$ cat config.mk
export PLATFORM = sky130hd
export DESIGN_NAME = absolute_position_status
export DESIGN_NICKNAME = d
export VERILOG_FILES = /design/src/rtl/abs_pos_pkg.sv /design/src/rtl/absolute_position_status.sv
export SDC_FILE = /design/constraint.sdc
export NUM_CORES = 1
export LEC_CHECK = 0
export ABC_AREA = 1
export BUFFER_PORTS_ARGS = -buffer_cell sky130_fd_sc_hd__buf_2
export CAP_MARGIN = 15
export CORE_MARGIN = 4
export CORE_UTILIZATION = 53
export CTS_CLUSTER_DIAMETER = 80
export DETAILED_ROUTE_END_ITERATION = 16
export MAX_ROUTING_LAYER = met4
export PLACE_DENSITY = 0.77
export SYNTH_ARGS = -nofsm -noshare
export SYNTH_HDL_FRONTEND = slang
export SYNTH_SLANG_ARGS = --single-unit
$ cat constraint.sdc
create_clock -name ref_clk -period 5.35 [get_ports ref_clk]
set_input_delay 1.07 -clock ref_clk [delete_from_list [all_inputs] [get_ports ref_clk]]
set_output_delay 1.07 -clock ref_clk [all_outputs]
set_load 0.05 [all_outputs]
$ cat src/rtl/abs_pos_pkg.sv
// constants and types for the absolute position status block
package abs_pos_pkg;
	// register addresses, one per 16-bit word
	localparam logic [15:0] ADDR_MSG_SEL   = 16'h0372;
	localparam logic [15:0] ADDR_POS_RST   = 16'h0374;
	localparam logic [15:0] ADDR_POS_RST_H = 16'h0375;
	localparam logic [15:0] ADDR_STATUS    = 16'h0376;
	localparam logic [15:0] ADDR_STATUS_H  = 16'h0377;
	localparam logic [15:0] ADDR_TURN_LO   = 16'h0378;
	localparam logic [15:0] ADDR_TURN_HI   = 16'h0379;
	localparam logic [15:0] ADDR_SINGLE_LO = 16'h037a;
	localparam logic [15:0] ADDR_SINGLE_HI = 16'h037b;
	localparam logic [15:0] ADDR_ZWID      = 16'h037c;
	localparam logic [15:0] ADDR_ZWID_H    = 16'h037d;
	localparam logic [15:0] ADDR_IRQ_STAT  = 16'h0380;
	localparam logic [15:0] ADDR_IRQ_MASK  = 16'h0382;

	// field positions of the selection word
	localparam int SEL_IO_UNIT  = 0;
	localparam int SEL_COM_UNIT = 1;
	localparam int SEL_NO_OVF   = 2;
	localparam logic [2:0] SEL_MASK = 3'h7;

	// reset values
	localparam logic [15:0] MSG_SEL_RST = 16'h0000;
	localparam logic [15:0] POS_RST_RST = 16'h0000;
	localparam logic [15:0] ZWID_RST    = 16'h0001;

	// zeroing command value
	localparam logic [15:0] POS_RST_CMD = 16'h0111;

	// index width setting range
	localparam logic [15:0] ZWID_MIN = 16'h0001;
	localparam logic [15:0] ZWID_MAX = 16'h0032;

	// index width timing per setting step
	localparam int CLK_PERIOD_NS = 20;
	localparam int ZSTEP_NS      = 125000;
	localparam int ZSTEP_CYC     = ZSTEP_NS / CLK_PERIOD_NS;

	// single-turn range is 1048576 pulses
	localparam int SINGLE_BITS = 20;

	// interrupt event bit positions
	localparam int EV_ZEROED   = 0;
	localparam int EV_ALARM_A  = 1;
	localparam int EV_ALARM_B  = 2;
	localparam int EV_POS_LOST = 3;
	localparam int EV_BITS     = 4;

	// encoder position data
	typedef struct packed {
		logic [31:0]            turns;
		logic [SINGLE_BITS-1:0] single;
		logic [31:0]            userPos;
	} enc_pos_s;

	// encoder condition flags, low bits of the status word
	typedef struct packed {
		logic coordUnset;
		logic userOvf;
		logic turnOvf;
		logic batLow;
		logic posLost;
	} enc_flags_s;
endpackage

$ cat src/rtl/absolute_position_status.sv
// absolute encoder position status and parameter registers
//
// Overview of operation
// - selection bit 2 high suppresses both overflow alarms; low enables them
// - selection word bits 3 to 15 read back as zero
// - writing 0x111 to the reset parameter zeroes encoder absolute position
// - coordinate clear input rising edge zeroes position as the reset write does, two cycles later through its synchroniser
// - status bit 0 shows absolute position lost
// - status bit 1 shows backup battery voltage low
// - status bit 2 shows absolute turn count overflow
// - status bit 3 shows user unit position overflow
// - status bit 4 shows coordinate system not yet established
// - status bits 5 to 15 read back as zero
// - pulse mode: turn count readback gives encoder absolute turns
// - user unit mode: turn count readback gives zero
// - pulse mode: single-turn readback gives pulses within one revolution
// - user unit mode: single-turn readback gives signed 32-bit position
// - index output pulse width follows width setting, 1 to 50
// - each width step lasts 125 us, 6250 us at setting 50
// - selection bit 1 picks readback unit: 1 pulses, 0 user units
//
// Added by the designer: the address-and-strobe port.
`timescale 1ns/10ps
`default_nettype none

module absolute_position_status
	import abs_pos_pkg::*;
#(
	parameter int STEP_CYC = ZSTEP_CYC    // cycles per width step
) (
	input  wire logic        ref_clk,     // 50 MHz clock
	input  wire logic        nrst,        // async reset, active low
	input  wire logic [15:0] regAddr,     // register address
	input  wire logic [15:0] regWdata,    // write data
	input  wire logic        regWr,       // write strobe
	input  wire logic        regRd,       // read strobe
	output logic      [15:0] regRdata,    // read data, cycle after strobe
	input  wire enc_pos_s    encPos,      // encoder position, same clock
	input  wire enc_flags_s  encFlags,    // encoder flags, same clock
	input  wire logic        encIndex,    // encoder index event pulse
	input  wire logic        clearPin,    // coordinate clear input pin
	output logic             posZero,     // zero position pulse to encoder
	output logic             indexOut,    // index output pulse
	output logic             alarmA,      // turn overflow alarm
	output logic             alarmB,      // user unit overflow alarm
	output logic             irq          // interrupt, level
);

	// register state
	logic [2:0]         msgSel_q;
	logic [15:0]        posRst_q;
	logic [15:0]        zWidth_q;
	logic [EV_BITS-1:0] irqStat_q;
	logic [EV_BITS-1:0] irqMask_q;
	logic [15:0]        regRdata_q;

	// clear pin synchroniser and edge
	logic clrMeta_q;
	logic clrSync_q;
	logic clrPrev_q;
	logic clrRise;

	// command and alarm state
	logic posZero_q;
	logic alarmA_q;
	logic alarmB_q;
	logic lostPrev_q;
	logic zeroCmd;
	logic [EV_BITS-1:0] events;

	// index pulse stretcher
	logic        index_q;
	logic [15:0] stepLeft_q;
	logic [31:0] cycLeft_q;
	logic        cycDone;
	logic        stepDone;

	// decoded strobes
	logic wrSel;
	logic wrRst;
	logic wrZw;
	logic wrIrqStat;
	logic wrIrqMask;

	// readback words
	logic        pulseMode;
	logic [15:0] statusWord;
	logic [31:0] turnWord;
	logic [31:0] singleWord;

	// write decode; read-only words have no write strobe
	// status, turn and single words decode nothing, so a host write
	// there simply vanishes instead of disturbing live encoder data
	// read-only ignored
	always_comb begin
		wrSel     = regWr && (regAddr == ADDR_MSG_SEL);
		wrRst     = regWr && (regAddr == ADDR_POS_RST);
		wrZw      = regWr && (regAddr == ADDR_ZWID);
		wrIrqStat = regWr && (regAddr == ADDR_IRQ_STAT);
		wrIrqMask = regWr && (regAddr == ADDR_IRQ_MASK);
	end

	// selection word, three live bits
	// reserved bits dropped
	always_ff @(posedge ref_clk or negedge nrst) begin
		if (!nrst) begin
			msgSel_q <= MSG_SEL_RST[2:0];
		end else if (wrSel) begin
			msgSel_q <= regWdata[2:0] & SEL_MASK;
		end
	end

	// reset parameter holds last value written
	// only the command value acts; any other value is just kept
	always_ff @(posedge ref_clk or negedge nrst) begin
		if (!nrst) begin
			posRst_q <= POS_RST_RST;
		end else if (wrRst) begin
			posRst_q <= regWdata;
		end
	end

	// index width, out-of-range writes keep old value
	// keeping the old width avoids a pulse longer than 50 steps from a bad write
	// width range
	always_ff @(posedge ref_clk or negedge nrst) begin
		if (!nrst) begin
			zWidth_q <= ZWID_RST;
		end else if (wrZw && regWdata >= ZWID_MIN
				&& regWdata <= ZWID_MAX) begin
			zWidth_q <= regWdata;
		end
	end

	// clear pin: two flops before any logic looks at it
	always_ff @(posedge ref_clk or negedge nrst) begin
		if (!nrst) begin
			clrMeta_q <= 1'b0;
			clrSync_q <= 1'b0;
		end else begin
			clrMeta_q <= clearPin;
			clrSync_q <= clrMeta_q;
		end
	end

	// previous synchronised level; resets to the idle low of the pin
	// so that release of reset with the pin low never looks like a rising edge
	always_ff @(posedge ref_clk or negedge nrst) begin
		if (!nrst) begin
			clrPrev_q <= 1'b0;
		end else begin
			clrPrev_q <= clrSync_q;
		end
	end

	assign clrRise = clrSync_q && !clrPrev_q;

	// zeroing request from either source
	// a held pin gives one request only, since just its edge counts
	// 0x111 command
	assign zeroCmd = (wrRst && regWdata == POS_RST_CMD) || clrRise;

	// one-cycle zeroing pulse to the encoder
	// registered so the encoder sees a clean pulse, one cycle late
	always_ff @(posedge ref_clk or negedge nrst) begin
		if (!nrst) begin
			posZero_q <= 1'b0;
		end else begin
			posZero_q <= zeroCmd;
		end
	end

	assign posZero = posZero_q;

	// overflow alarms follow the encoder flags one cycle late; the
	// suppress bit gates the alarms, not the flags, so the status word
	// still shows an overflow while the alarm stays quiet
	// turn overflow alarm
	always_ff @(posedge ref_clk or negedge nrst) begin
		if (!nrst) begin
			alarmA_q <= 1'b0;
		end else begin
			alarmA_q <= encFlags.turnOvf && !msgSel_q[SEL_NO_OVF];
		end
	end

	always_ff @(posedge ref_clk or negedge nrst) begin
		if (!nrst) begin
			alarmB_q <= 1'b0;
		end else begin
			alarmB_q <= encFlags.userOvf && !msgSel_q[SEL_NO_OVF];
		end
	end

	assign alarmA = alarmA_q;
	assign alarmB = alarmB_q;

	// previous lost flag for event edge
	always_ff @(posedge ref_clk or negedge nrst) begin
		if (!nrst) begin
			lostPrev_q <= 1'b0;
		end else begin
			lostPrev_q <= encFlags.posLost;
		end
	end

	// interrupt events, single-cycle each
	// alarm events fire on the rise only, so a standing overflow
	// does not refill the status bit after software clears it
	always_comb begin
		events = '0;
		events[EV_ZEROED]   = zeroCmd;
		events[EV_ALARM_A]  = encFlags.turnOvf && !msgSel_q[SEL_NO_OVF]
			&& !alarmA_q;
		events[EV_ALARM_B]  = encFlags.userOvf && !msgSel_q[SEL_NO_OVF]
			&& !alarmB_q;
		events[EV_POS_LOST] = encFlags.posLost && !lostPrev_q;
	end

	// sticky status, write one clears, a new event wins
	// letting the event win means no event is lost to a racing clear
	always_ff @(posedge ref_clk or negedge nrst) begin
		if (!nrst) begin
			irqStat_q <= '0;
		end else begin
			irqStat_q <= (irqStat_q
				& ~(wrIrqStat ? regWdata[EV_BITS-1:0] : '0)) | events;
		end
	end

	// interrupt mask, all events masked after reset
	always_ff @(posedge ref_clk or negedge nrst) begin
		if (!nrst) begin
			irqMask_q <= '0;
		end else if (wrIrqMask) begin
			irqMask_q <= regWdata[EV_BITS-1:0];
		end
	end

	assign irq = |(irqStat_q & irqMask_q);

	// index pulse: setting times step length, restarted by each index
	// a fresh index restarts the whole pulse, so a fast encoder keeps
	// the output high rather than cutting a pulse short
	// 125 us step
	assign cycDone  = (cycLeft_q == '0);
	assign stepDone = (stepLeft_q == '0);

	// output level
	// width from setting
	always_ff @(posedge ref_clk or negedge nrst) begin
		if (!nrst) begin
			index_q <= 1'b0;
		end else if (encIndex) begin
			index_q <= 1'b1;
		end else if (index_q && cycDone && stepDone) begin
			index_q <= 1'b0;
		end
	end

	// steps still to run after the current one
	always_ff @(posedge ref_clk or negedge nrst) begin
		if (!nrst) begin
			stepLeft_q <= '0;
		end else if (encIndex) begin
			stepLeft_q <= zWidth_q - 16'h0001;
		end else if (index_q && cycDone && !stepDone) begin
			stepLeft_q <= stepLeft_q - 16'h0001;
		end
	end

	// cycles left in the current step
	// step length
	always_ff @(posedge ref_clk or negedge nrst) begin
		if (!nrst) begin
			cycLeft_q <= '0;
		end else if (encIndex) begin
			cycLeft_q <= 32'(STEP_CYC - 1);
		end else if (index_q && !cycDone) begin
			cycLeft_q <= cycLeft_q - 32'h1;
		end else if (index_q && !stepDone) begin
			cycLeft_q <= 32'(STEP_CYC - 1);
		end
	end

	assign indexOut = index_q;

	// readback unit select
	// the unit is chosen per read, so a mode change shows at once
	// unit select
	assign pulseMode = msgSel_q[SEL_COM_UNIT];

	// status word from encoder flags
	// position lost
	assign statusWord = {11'h000, encFlags};

	// turn count readback
	// turns in pulse mode
	assign turnWord = pulseMode ? encPos.turns : 32'h0000_0000;

	// single-turn readback
	// pulse count
	assign singleWord = pulseMode
		? {12'h000, encPos.single} : encPos.userPos;

	// read mux, registered; unmapped addresses read zero
	// halves of 32-bit words are not latched together, so a moving
	// position can give halves from different cycles
	always_ff @(posedge ref_clk or negedge nrst) begin
		if (!nrst) begin
			regRdata_q <= '0;
		end else if (regRd) begin
			case (regAddr)
				ADDR_MSG_SEL: begin
					regRdata_q <= {13'h0000, msgSel_q};
				end
				ADDR_POS_RST: begin
					regRdata_q <= posRst_q;
				end
				ADDR_STATUS: begin
					regRdata_q <= statusWord;
				end
				ADDR_TURN_LO: begin
					regRdata_q <= turnWord[15:0];
				end
				ADDR_TURN_HI: begin
					regRdata_q <= turnWord[31:16];
				end
				ADDR_SINGLE_LO: begin
					regRdata_q <= singleWord[15:0];
				end
				ADDR_SINGLE_HI: begin
					regRdata_q <= singleWord[31:16];
				end
				ADDR_ZWID: begin
					regRdata_q <= zWidth_q;
				end
				ADDR_IRQ_STAT: begin
					regRdata_q <= {12'h000, irqStat_q};
				end
				ADDR_IRQ_MASK: begin
					regRdata_q <= {12'h000, irqMask_q};
				end
				default: begin
					regRdata_q <= '0;
				end
			endcase
		end else begin
			regRdata_q <= '0;
		end
	end

	assign regRdata = regRdata_q;

endmodule

`default_nettype wire

# Word-level counts from Yosys, hierarchy flattened
# Index checks and enable logic that the tools add are counted.
# op_classes
reduce_logical,33
n_eq_ne,11
bitwise_logic,4
n_lt_le_gt_ge,2
add_sub_neg,3
n_mux,12
# op_table
cell,n
16-bit by 10-bit equality test with 1-bit output (second input constant),10
32-bit 2-to-1 mux,5
16-bit case mux with 10 select lines,1
16-bit 2-to-1 mux,3
32-bit logical NOT,1
16-bit by 1-bit subtractor with 16-bit output (second input constant),2
32-bit by 1-bit subtractor with 32-bit output (second input constant),1
1-bit logical AND,19
16-bit by 9-bit equality test with 1-bit output (second input constant),1
16-bit by 1-bit greater-or-equal comparator with 1-bit output (second input constant),1
16-bit by 6-bit <= comparator with 1-bit output (second input constant),1
16-bit logical NOT,1
4-bit AND,2
1-bit logical NOT,7
4-bit 2-to-1 mux,1
4-bit inverter,1
4-bit bitwise OR,1
2-bit nonzero test,2
4-bit OR reduction,1
3-bit nonzero test,1
1-bit 2-to-1 mux,2
1-bit logical OR,1
# totals
inputBits,127
word_cells,81
ff_bits,115
output_inout_bits,21

# Logic depth before layout (Yosys ltp)
# logic_depth
ltp_word,6
depth_mapped,13
depth_no_buf,12

# Worst setup path before layout
# Ideal clock, no wire load.
# synth_timing
path_kind,input to register
start,in encIndex
end,reg stepLeft_q[10]
cell_stages,13
n_path_buf,2
setup_slack_ps,2880
arrival_ps,2344
t_required_ps,5224
setup_time_ps,126
path_cell_list,buf_2 > buf_2 > nand2_1 > o21ai_1 > inv_1 > ha_1 > nand2_1 > nor2_1 > nand2_1 > nand2_1 > nand2_1 > nand2_1 > o21ai_0
# synth_via
elab_chain_cells,1
word_cells_on_any_way,2
cone_classes,mux (1); reduce/logical (1)
# synth_rtl
element,line_no,text
"start, declared",absolute_position_status.sv:40,"input wire logic encIndex,"
16-bit 2-to-1 mux / 2-bit nonzero test (equally long branches),--,
"end signal, assigned",absolute_position_status.sv:266,stepLeft_q <= zWidth_q - 16'h0001;
"end signal, assigned",absolute_position_status.sv:268,stepLeft_q <= stepLeft_q - 16'h0001;
"end, declared",absolute_position_status.sv:73,logic [15:0] stepLeft_q;
# Parallel ways exist; a longest one is shown, timed or not.
# A chain may end at the register's enable or synchronous reset.

# Worst setup path in the final report
# layout_timing
start,in regAddr[15]
end,reg regRdata_q[14] (netlist: regRdata[14])
# layout_via
elab_chain_cells,3
word_cells_on_any_way,12
cone_classes,eq/ne (10); mux (2)
# layout_rtl
element,line_no,text
"start, declared",absolute_position_status.sv:33,"input wire logic [15:0] regAddr,"
16-bit by 10-bit equality test with 1-bit output,absolute_position_status.sv:313,case (regAddr)
16-bit case mux with 10 select lines *,absolute_position_status.sv:313,
16-bit 2-to-1 mux *,absolute_position_status.sv:312,end else if (regRd) begin
"end signal, assigned",absolute_position_status.sv:315,"regRdata_q <= {13'h0000, msgSel_q};"
"end signal, assigned",absolute_position_status.sv:318,regRdata_q <= posRst_q;
"end signal, assigned",absolute_position_status.sv:321,regRdata_q <= statusWord;
"end, declared",absolute_position_status.sv:55,logic [15:0] regRdata_q;
# Every way passes the cells marked *; elsewhere a longest branch is shown, timed or not.

==> results.json <==
{
  "cts_buffer_depth": 2,
  "n_fill_cell": 1271,
  "synth_top_flop_cell": "dfrtp_1",
  "drive_gt1_share_pct": 16.5,
  "grt_pass1_wl_mm": 36.2,
  "startpoint_type": "input pin",
  "clock.fmax_mhz": 342,
  "synth_async_sr_flop_share_pct": 100,
  "synth_top_area_cell": "dfrtp_1",
  "die_h_um": 126,
  "stdcell_count": 1419,
  "die_area_um2": 15900,
  "fin_nets": 1359,
  "ys_seq_area_share_pct": 39.0,
  "p_seq_share_pct": 40.8,
  "rsz0062_at_grt": "no",
  "routedWlPerCell_um": 15.9,
  "finalSetupViolations": 0,
  "slew_headroom_pct": 33.2,
  "synthMuxAreaShare_pct": 0.881,
  "power_density_nw_per_um2": 255,
  "fin_crit_sh_pct": 54.6,
  "die-width_um": 126,
  "synth-compound-area-share_pct": 9.17,
  "yosys_warnings": 0,
  "crit_type": "in -> reg",
  "rrSetupSlack_ns": 2.74,
  "synth_area_um2": 7380,
  "clk_latency_ns": 0.42,
  "outcome": "completed",
  "crit_top_cell": "nor2_1",
  "critPathArrivalTime_ns": 3.26,
  "grt_pass1_vias": 7365,
  "seqCellArea_um2": 2880,
  "postCtsHoldBufs": 0,
  "cts_max_level": 4,
  "cap_violations": 0,
  "fin_skew_ns": 0.00857,
  "slowest_delay_ns": 0.60,
  "final.setup.tns_ns": 0,
  "maxSlewViolCount": 0,
  "cts_resized": 0,
  "via_per_inst": 5.55,
  "cts-buffers-inserted": 17,
  "boundaryPins": 148,
  "synth.area.top_cells": "dfrtp_1, nand2_1, nor2_1",
  "clkPwrFrac_pct": 48.4,
  "synthTopCellsByCount": "nand2_1, nor2_1, inv_1",
  "initial_core_util_pct": 54.9,
  "ant_nets": 0,
  "yosysMostFrequentCell": "nand2_1",
  "antenna_cells": 0,
  "area.growth.synth_to_final_pct": 18.4,
  "cts_setup_buffers": 0,
  "synthXorXnorAreaFrac_pct": 2.97,
  "drt-total-wl_mm": 22.6,
  "grt_use_total_pct": 29.0,
  "num_vias": 7871,
  "hold_violations": 0,
  "portBuffers": 147,
  "p_leak_nw": 4.58,
  "hpwl_mm": 16.6,
  "worstPathRequired_ns": 5.68,
  "grt_start_max_net_pins": 76,
  "grt-ovfl-total": 0,
  "yosysTopAreaCellShare_pct": 38.6,
  "dp_cells": 1386,
  "clkTransAtPathRegs_ns": 0.05,
  "gp_congestion": 0.961,
  "cts_tree": "built",
  "multiInputGateArea_um2": 3770,
  "cp_slowest_cell": "buf_4",
  "drtPass1Iterations": 8,
  "root_buffer": "clkbuf_16",
  "min_period_ns": 2.92,
  "drc": 0,
  "ys_types": 36,
  "pwr-share-comb_pct": 10.8,
  "synth_seq_cells": 115,
  "synth_cells": 1102,
  "synth_top_family_by_area": "simple AND/OR/NAND/NOR gates",
  "cts_sinks": 115,
  "rows": 42,
  "core_um2": 13500,
  "vdd_ir_drop_max_mv": 0.225,
  "tightest_slew_ns": 0.995,
  "antenna_found_initial": 0,
  "yosys.area_share.simple_pct": 37.6,
  "path_max_fanout": 69,
  "avgSynthCellArea_um2": 6.70,
  "synth_nets": 1231,
  "synthAdderAreaFrac_pct": 0.339,
  "power_switching_mw": 0.579,
  "path_cells": "buf_2, nor2_1, nand2_1, nor2_4, buf_4, nand3_1, nand2_1, nor2_1, nand3_1, nand2_2, nor2_1",
  "internal_power_mw": 1.65,
  "swShare_pct": 26.0,
  "holdCritPathClass": "reg -> reg",
  "synth-edff-count": 0,
  "final_core_util_pct": 65.0,
  "first_iter_violations": 900,
  "endpoint_kind": "flop"
}
-- worst paths after layout --
| check | start | end | cells past startpoint |
|---|---|---|---|
| min | clrMeta_q | clrSync_q | 0 |
| max reg2reg | msgSel_q[1] | regRdata[10] | 10 |
| max in group asynchronous | nrst | lostPrev_q | 2 |
| min in group asynchronous | nrst | cycLeft_q[17] | 1 |
| min reg2reg | clrMeta_q | clrSync_q | 0 |
| max | regAddr[15] | regRdata[14] | 11 |
-- final cells by class --
| class | instances | share of cell area, % |
|---|---|---|
| Multi-Input combinational cell | 806 | 43.2 |
| Sequential cell | 115 | 32.9 |
| Timing Repair Buffer | 155 | 9.13 |
| Inverter | 135 | 5.81 |
| Clock buffer | 23 | 5.47 |
| Tap cell | 176 | 2.52 |
| Clock inverter | 9 | 0.945 |
-- worst max-delay path, delay by kind of cell --
| kind | cells | cell delay (ns) |
|---|---|---|
| buf+inv | 2 | 0.69 |
| simple gates | 9 | 1.47 |
-- metal layers --
layer | GRT usage, % | routed length (µm) | vias to the layer above | part of all wire [%]
met4 | 10.2 | 619 | 0 | 2.7
met3 | 5.76 | 1670 | 60 | 7.4
li1 | - | - | 3802 | -
met1 | 40.8 | 10300 | 3659 | 45
met2 | 41.8 | 10100 | 350 | 45
met5 | - | 0 | - | 0
-- cells by family after synthesis --
kind of cell / count (synthesis)
buf+inv: 181
flops: 115
xor+xnor: 25
compound gates: 129
fa+ha+maj: 2
simple gates: 644
mux: 6
-- placed cells by master (no fill, tap or decap), drive strengths merged --
cell        n
o31ai       2
mux2i       2
clkinvlp    5
xnor2      10
nor2      162
o21bai      5
nor3        5
or2         1
and2        2
o211ai      1
mux2        4
nor4        2
buf       155
clkbuf     23
dfrtp     114
nand4      88
bufinv      1
inv       132
xor2       15
nand3b      1
clkinv      6
o21ai     111
dfstp       1
nand3      63
nand2     320
ha          2
a21oi      10
-- power by group through the flow --
stage | clock network [mW] | logic [mW] | registers, mW
global placement | 0 | 0.235 | 0.922
finish | 1.08 | 0.241 | 0.909
CTS | 1.09 | 0.240 | 0.909
global route | 1.13 | 0.272 | 0.911
floorplan | 0 | 0.130 | 0.924
detailed placement | 0 | 0.237 | 0.923
-- metrics by stage --
stage | setup WS (ns) | cell area (µm²) | power (mW) | hold slack [ns]
5_1_grt | 2.19 | 8740 | 2.32 | 0.372
6_report | 2.43 | 8740 | 2.23 | 0.351
3_5_place_dp | 2.03 | 8170 | 1.16 | 0.342
3_3_place_gp | 2.14 | 8170 | 1.16 | 0.335
4_1_cts | 2.46 | 8730 | 2.24 | 0.355
2_1_floorplan | 2.88 | 7380 | 1.05 | 0.331
-- registers in the layout, summed over array words and instances (netlist names), 3 cells and up --
name / flops
cycLeft_q: 32
irqMask_q: 4
irqStat_q: 4
msgSel_q: 3
posRst_q: 16
regRdata: 16
stepLeft_q: 16
zWidth_q: 16
No activity file was read; power rests on OpenSTA's default activity.
